`src/mpcc_pkg.sv`:
```
/*
   Package of the motor PWM conduction-control block: register offsets,
   field positions, reset values, codes and the carrier types.
   Assumes a byte-addressed Wishbone bus with 32-bit data.
*/
package mpcc_pkg;

   ////////////////////////////////////////////////////////////////////////
   // Register map.
   localparam int          ADR_W    = 8;
   localparam int          DAT_W    = 32;
   localparam logic [7:0]  POT_OFS  = 8'h00;
   localparam logic [7:0]  OUT_OFS  = 8'h04;
   localparam logic [7:0]  SRC_OFS  = 8'h08;
   localparam logic [7:0]  ACT_OFS  = 8'h0C;

   ////////////////////////////////////////////////////////////////////////
   // Field positions.
   localparam int          UPPER_POLARITY_BIT = 3;
   localparam int          POLL_BIT = 2;
   localparam int          SYNC_LSB = 0;
   localparam int          SYNC_MSB = 1;
   localparam int          MODE_LSB = 8;
   localparam int          MODE_MSB = 10;
   localparam int          CTL_LSB  = 0;
   localparam int          CTL_MSB  = 5;
   localparam int          SRC_BIT  = 0;
   localparam int          N_PH     = 3;

   ////////////////////////////////////////////////////////////////////////
   // Transfer timing and control codes.
   localparam logic [1:0]  XFER_ASYNC = 2'h0;
   localparam logic [1:0]  XFER_ONE   = 2'h1;
   localparam logic [1:0]  XFER_PRD   = 2'h2;
   localparam logic [1:0]  XFER_BOTH  = 2'h3;
   localparam logic [1:0]  CTL_UP_LOW = 2'h1;
   localparam logic [1:0]  CTL_LO_LOW = 2'h2;
   localparam logic        SRC_BUS    = 1'h0;
   localparam int          CNT_ONE    = 1;

   ////////////////////////////////////////////////////////////////////////
   // Carrier types and reset values.
   typedef struct packed {
      logic [2:0] mode;
      logic [5:0] ctl;
   } mpcc_set_t;

   typedef struct packed {
      logic       pol_h;
      logic       pol_l;
      logic [1:0] sync;
   } mpcc_cfg_t;

   localparam mpcc_set_t   SET_RST  = 9'h000;
   localparam mpcc_cfg_t   CFG_RST  = 4'h0;
   localparam logic [2:0]  PORT_RST = 3'h7;

endpackage

```
`src/mpcc_top.sv`:
```
/*
   Conduction-control stage of a three-phase motor PWM unit, with its
   three configuration registers and a read-only active-settings register behind a classic Wishbone slave.
   Assumes the PWM counter, period, run enable and per-phase waveforms
   come from the compare stage on the same clock.
*/
`timescale 1ns/10ps

module mpcc_top #(
   parameter int CNT_W = 16
) (
   input  wire logic                     clk,
   input  wire logic                     resetn,
   input  wire logic [7:0]               adr_i,
   input  wire logic [31:0]              dat_i,
   input  wire logic                     we_i,
   input  wire logic [3:0]               sel_i,
   input  wire logic                     cyc_i,
   input  wire logic                     stb_i,
   output      logic                     ack_o,
   output      logic [31:0]              dat_o,
   input  wire logic [CNT_W-1:0]         pwm_cnt,
   input  wire logic [CNT_W-1:0]         pwm_period,
   input  wire logic                     pwm_run_enable,
   input  wire logic [2:0]               pwm_upper,
   input  wire logic [2:0]               pwm_lower,
   input  wire mpcc_pkg::mpcc_set_t      ve_settings,
   output      logic [2:0]               upper_out,
   output      logic [2:0]               lower_out,
   output      logic                     cfg_locked
);

   ////////////////////////////////////////////////////////////////////////
   // Parameter check.
   if (CNT_W < 2 || CNT_W > 32) begin : g_chk
      $error("CNT_W must lie between 2 and 32.");
   end

   ////////////////////////////////////////////////////////////////////////
   // Registers.
   mpcc_pkg::mpcc_cfg_t  cfg_reg;
   mpcc_pkg::mpcc_cfg_t  cfg_next;
   mpcc_pkg::mpcc_set_t  buf_reg;
   mpcc_pkg::mpcc_set_t  buf_next;
   mpcc_pkg::mpcc_set_t  act_reg;
   mpcc_pkg::mpcc_set_t  act_next;
   logic                 src_reg;
   logic                 src_next;
   logic                 ack_reg;
   logic [31:0]          dat_reg;
   logic [2:0]           up_reg;
   logic [2:0]           lo_reg;
   logic                 lock_reg;

   ////////////////////////////////////////////////////////////////////////
   // Bus decode.
   wire         wb_hit  = cyc_i & stb_i & ~ack_reg;
   wire         wb_wr   = wb_hit & we_i;
   wire         at_pot  = adr_i == mpcc_pkg::POT_OFS;
   wire         at_out  = adr_i == mpcc_pkg::OUT_OFS;
   wire         at_src  = adr_i == mpcc_pkg::SRC_OFS;
   wire         at_act  = adr_i == mpcc_pkg::ACT_OFS;
   wire         wr_pot  = wb_wr & at_pot & sel_i[0];
   wire         wr_lo   = wb_wr & at_out & sel_i[0];
   wire         wr_hi   = wb_wr & at_out & sel_i[1];
   wire         wr_src  = wb_wr & at_src & sel_i[0];

   ////////////////////////////////////////////////////////////////////////
   // Next values of the software registers; reserved bits are dropped.
   wire mpcc_pkg::mpcc_cfg_t cfg_wr = '{
      pol_h: dat_i[mpcc_pkg::UPPER_POLARITY_BIT],
      pol_l: dat_i[mpcc_pkg::POLL_BIT],
      sync:  dat_i[mpcc_pkg::SYNC_MSB:mpcc_pkg::SYNC_LSB]
   };
   // The polarity and timing are trusted to change only while stopped.
   assign cfg_next = wr_pot ? cfg_wr : cfg_reg;

   wire [2:0] mode_wr = wr_hi
      ? dat_i[mpcc_pkg::MODE_MSB:mpcc_pkg::MODE_LSB] : buf_reg.mode;
   wire [5:0] ctl_wr  = wr_lo
      ? dat_i[mpcc_pkg::CTL_MSB:mpcc_pkg::CTL_LSB] : buf_reg.ctl;
   assign buf_next = '{mode: mode_wr, ctl: ctl_wr};
   assign src_next = wr_src ? dat_i[mpcc_pkg::SRC_BIT] : src_reg;

   ////////////////////////////////////////////////////////////////////////
   // Transfer event and second buffer.
   wire cnt_one = pwm_cnt == CNT_W'(mpcc_pkg::CNT_ONE);
   wire cnt_prd = pwm_cnt == pwm_period;
   wire sel_one = cfg_reg.sync == mpcc_pkg::XFER_ONE
               || cfg_reg.sync == mpcc_pkg::XFER_BOTH;
   wire sel_prd = cfg_reg.sync == mpcc_pkg::XFER_PRD
               || cfg_reg.sync == mpcc_pkg::XFER_BOTH;
   wire xfer = cfg_reg.sync == mpcc_pkg::XFER_ASYNC
            || (sel_one && cnt_one)
            || (sel_prd && cnt_prd);
   // The bus source takes the value being written, so async is immediate.
   wire mpcc_pkg::mpcc_set_t src_set =
      (src_reg == mpcc_pkg::SRC_BUS) ? buf_next : ve_settings;
   assign act_next = xfer ? src_set : act_reg;

   ////////////////////////////////////////////////////////////////////////
   // Port mapping per phase.
   logic [2:0] up_next;
   logic [2:0] lo_next;
   for (genvar i = 0; i < mpcc_pkg::N_PH; i++) begin : g_ph
      wire       pm  = act_reg.mode[i];
      wire [1:0] ctl = act_reg.ctl[2*i +: 2];
      wire up_lvl = pm ? (ctl != mpcc_pkg::CTL_UP_LOW) & pwm_upper[i]
                       : ctl[1];
      wire lo_lvl = pm ? (ctl != mpcc_pkg::CTL_LO_LOW) & pwm_lower[i]
                       : ctl[0];
      assign up_next[i] = up_lvl ^ ~cfg_reg.pol_h;
      assign lo_next[i] = lo_lvl ^ ~cfg_reg.pol_l;
   end

   ////////////////////////////////////////////////////////////////////////
   // Read data; unmapped addresses and reserved bits read zero.
   wire [31:0] rd_pot = 32'(cfg_reg);
   wire [31:0] rd_out = {21'h000000, buf_reg.mode, 2'h0, buf_reg.ctl};
   wire [31:0] rd_act = {21'h000000, act_reg.mode, 2'h0, act_reg.ctl};
   wire [31:0] rd_src = 32'(src_reg);
   wire [31:0] rd_data = at_pot ? rd_pot
                       : at_out ? rd_out
                       : at_src ? rd_src
                       : at_act ? rd_act
                       : 32'h00000000;

   ////////////////////////////////////////////////////////////////////////
   // Flip-flops.
   always_ff @(posedge clk or negedge resetn) begin
      if (!resetn) begin
         cfg_reg <= mpcc_pkg::CFG_RST;
         buf_reg <= mpcc_pkg::SET_RST;
         act_reg <= mpcc_pkg::SET_RST;
         src_reg <= mpcc_pkg::SRC_BUS;
      end else begin
         cfg_reg <= cfg_next;
         buf_reg <= buf_next;
         act_reg <= act_next;
         src_reg <= src_next;
      end
   end

   always_ff @(posedge clk or negedge resetn) begin
      if (!resetn) begin
         ack_reg  <= 1'h0;
         dat_reg  <= 32'h00000000;
         lock_reg <= 1'h0;
      end else begin
         ack_reg  <= wb_hit;
         dat_reg  <= wb_hit ? rd_data : 32'h00000000;
         lock_reg <= pwm_run_enable;
      end
   end

   always_ff @(posedge clk or negedge resetn) begin
      if (!resetn) begin
         up_reg <= mpcc_pkg::PORT_RST;
         lo_reg <= mpcc_pkg::PORT_RST;
      end else begin
         up_reg <= up_next;
         lo_reg <= lo_next;
      end
   end

   assign ack_o      = ack_reg;
   assign dat_o      = dat_reg;
   assign upper_out  = up_reg;
   assign lower_out  = lo_reg;
   assign cfg_locked = lock_reg;
endmodule

```
`config.mk`:
```
export PLATFORM = sky130hd
export DESIGN_NAME = mpcc_top
export DESIGN_NICKNAME = d
export VERILOG_FILES = /design/src/mpcc_pkg.sv /design/src/mpcc_top.sv
export SDC_FILE = /design/constraint.sdc
export NUM_CORES = 1
export LEC_CHECK = 0
export BUFFER_PORTS_ARGS = -buffer_cell sky130_fd_sc_hd__buf_4
export CORE_ASPECT_RATIO = 0.7
export CORE_MARGIN = 1.5
export CORE_UTILIZATION = 46
export CTS_BUF_LIST = sky130_fd_sc_hd__clkbuf_4
export CTS_CLUSTER_SIZE = 25
export DETAILED_ROUTE_END_ITERATION = 16
export PLACE_DENSITY = 0.84
export SLEW_MARGIN = 20
export SYNTH_ARGS = -nofsm -noshare
export SYNTH_HDL_FRONTEND = slang
export SYNTH_SLANG_ARGS = --single-unit
```
`constraint.sdc`:
```
create_clock -name clk -period 3.2 [get_ports clk]
set_input_delay 0.16 -clock clk [delete_from_list [all_inputs] [get_ports clk]]
set_output_delay 0.16 -clock clk [all_outputs]
set_load 0.03 [all_outputs]
```
==> metrics.yaml <==
worst_hold_path:
  holdPathStages: 2
  min_to: "cfg_reg[1]"
  min_path_type: "in2reg"
  hold_path.startpoint: "dat_i[1]"
setup_path:
  critPathMaxFanout: 9
  crit_path_cell_trace: "nand4b_1 > nor4_2 > or3b_2 > nand3_1 > mux2_2"
  critPathLaunchType: "flop"
  worst_r2r_endpoint: "act_reg[8]"
  cp-startpoint: "ack_o"
  regToRegStartpoint: "ack_o"
  max_stage_delay_ns: 0.72
  slowest_stage: "nor4_2"
  cp-end-kind: "flop"
  reg2reg_depth: 5
  arrival_ns: 2.37
  critPathTopFamily: "simple AND/OR/NAND/NOR gates"
  required_ns: 3.46
  setup.worst_path.class: "reg2reg"
  critPathBufInv: 0
  ff2ff_setup_slack_ns: 1.08
routing:
  viasPerCell: 5.03
  firstDrtPassIters: 4
  drc: 0
  num_vias: 1910
  drtIter0Drc: 91
  ant_nets: 0
  wl_per_cell_um: 14.5
  drt_wl_total_um: 5530
timing:
  fmax_mhz: 472
  min_period_over_period: 0.662
  relSlewSlack: 0.446
  fin_crit_ns: 2.12
  setup_tns_ns: 0
  finClkSkew_ns: 0.0149
  tightest_slew_ns: 0.831
  grt_setup_unrepaired: "false"
  hold_viol: 0
  setup_viol: 0
  slew_viol_final: 0
clock_tree:
  cts_buffers: 5
  cts_buffer_depth: 2
  clock-sinks: 40
  cts_tree: "built"
  htreeDepth: 2
  clkTransAtPathRegs_ns: 0.13
  clk_latency_ns: 0.37
  cts_resized: 0
  cts_root_buffer: "clkbuf_4"
grt:
  grt_max_degree: 41
  grt_pass1_vias: 1901
  grt_pass1_wl_um: 8970
  antenna_found_initial: 0
  grt_overflow: 0
  grtUsageTotal: 0.213
synth:
  synth_cells: 219
  yosysMostFrequentCell: "dfrtp_1"
  async_flop_share: 1.00
  synth_common_cells: "dfrtp_1, buf_4, nor2_1"
  synth_top_area_frac: 0.363
  yosysSeqAreaShare: 0.430
  syn-cell-area_um2: 2340
  syn_avg_cell_area_um2: 10.7
  synth_edf_count: 0
  ys_top_cells_by_area: "dfrtp_1, mux2_2, buf_4, dfstp_2, xnor2_1"
  yosysTopAreaCell: "dfrtp_1"
  synthFlopType: "dfrtp_1"
  ys_seq_elements: 40
  synth.distinct_cells: 33
  ys.warnings.count: 0
floorplan:
  initial_core_util: 0.485
  fp.dieH_um: 62.7
  rows: 21
  die_w_um: 88.3
  fp.dieArea_um2: 5540
  ios: 137
  core_region_area_um2: 4830
pwr:
  p_leak_nw: 1.50
  vdd_ir_drop_max_v: 0.000145
  cellPowerDensity_nw_per_um2: 315
final_layout:
  drive_gt1_frac: 0.441
  insertedDiodeCount: 0
  finish.net_count: 407
  layoutNonFillerInstCount: 380
  syn_to_final_growth_pct: 30.7
placement:
  gp_congestion: 0.797
  dp.cells: 370
  dpl.hpwl_um: 4330
  port_buffers: 88
run_status:
  status: "complete, no violations"
job:
  cap_viol_max_count: 0
[per-layer routing]
metal,vias up,routed length (um),GRT usage
met5,-,0,0
met4,0,85,0.0664
met3,10,354,0.0528
met2,70,2540,0.323
met1,916,2550,0.299
li1,914,-,-
[report_power, final]
group	internal (mW)	switching, mW	leakage, nW	total (mW)
logic	0.0878	0.0993	0.933	0.187
clock network	0.0921	0.169	0.0293	0.261
registers	0.513	0.00443	0.535	0.517
[worst register-to-register path, stage by stage (launching register included)]
cell and delay, ns:
dfrtp_1 0.41, nand4b_1 0.31, nor4_2 0.72, or3b_2 0.23, nand3_1 0.08, mux2_2 0.27
[metrics by stage]
step	hold slack [ns]	utilization	worst slack, ns	power [mW]	instance area (um^2)
5_1_grt	0.0182	0.634	0.899	1.01	3060
2_1_floorplan	-0.136	-	1.00	0.634	2430
3_3_place_gp	0.164	0.618	0.824	0.709	2990
3_5_place_dp	0.164	0.618	0.787	0.712	2990
6_report	0.0310	0.634	1.08	0.966	3060
4_1_cts	0.0279	0.634	1.06	0.971	3060
[worst max path at each step]
stage,to,slack [ns],depth (start not counted)
final,act_reg[8],1.08,5
after floorplan,cfg_reg[0],1.00,5
after detailed placement,cfg_reg[2],0.79,6
after CTS,act_reg[8],1.06,5
after global routing,act_reg[6],0.90,5
after global placement,cfg_reg[3],0.82,6
[cells in the final DEF (no fill, tap or decap), types with 7 or more instances in the layout]
cell type / instances
nand2_1: 8
xnor2_1: 16
dfrtp_1: 34
nand3_1: 7
nor2_1: 20
mux2_2: 19
o22ai_1: 7
buf_4: 90
conb_1: 23
[final cells by class]
class / instances / area (um^2)
tap: 69 / 86.3
clock inverter: 2 / 11.3
multi-input combinational: 166 / 1200
clock buffer: 6 / 45.0
sequential: 40 / 1010
timing repair buffer: 92 / 696
fill: 407 / 1770
inverter: 5 / 18.8
[timing repair]
action	4_1_cts	5_1_grt
hold buffers	2	0
endpoints found under the setup margin	0	0
setup buffers	0	0
endpoints found under the hold margin	35	0
[cells by family (layout without fill, tap and decap cells)]
logic type,Yosys count,after routing,share of synthesized area
xor+xnor,22,22,0.0822
mux,29,29,0.142
compound gates,18,18,0.0630
simple gates,74,74,0.187
buf+inv,35,105,0.0939
other cells,1,23,0.00160
flops,40,40,0.430
No activity file was read; power rests on OpenSTA's default activity.
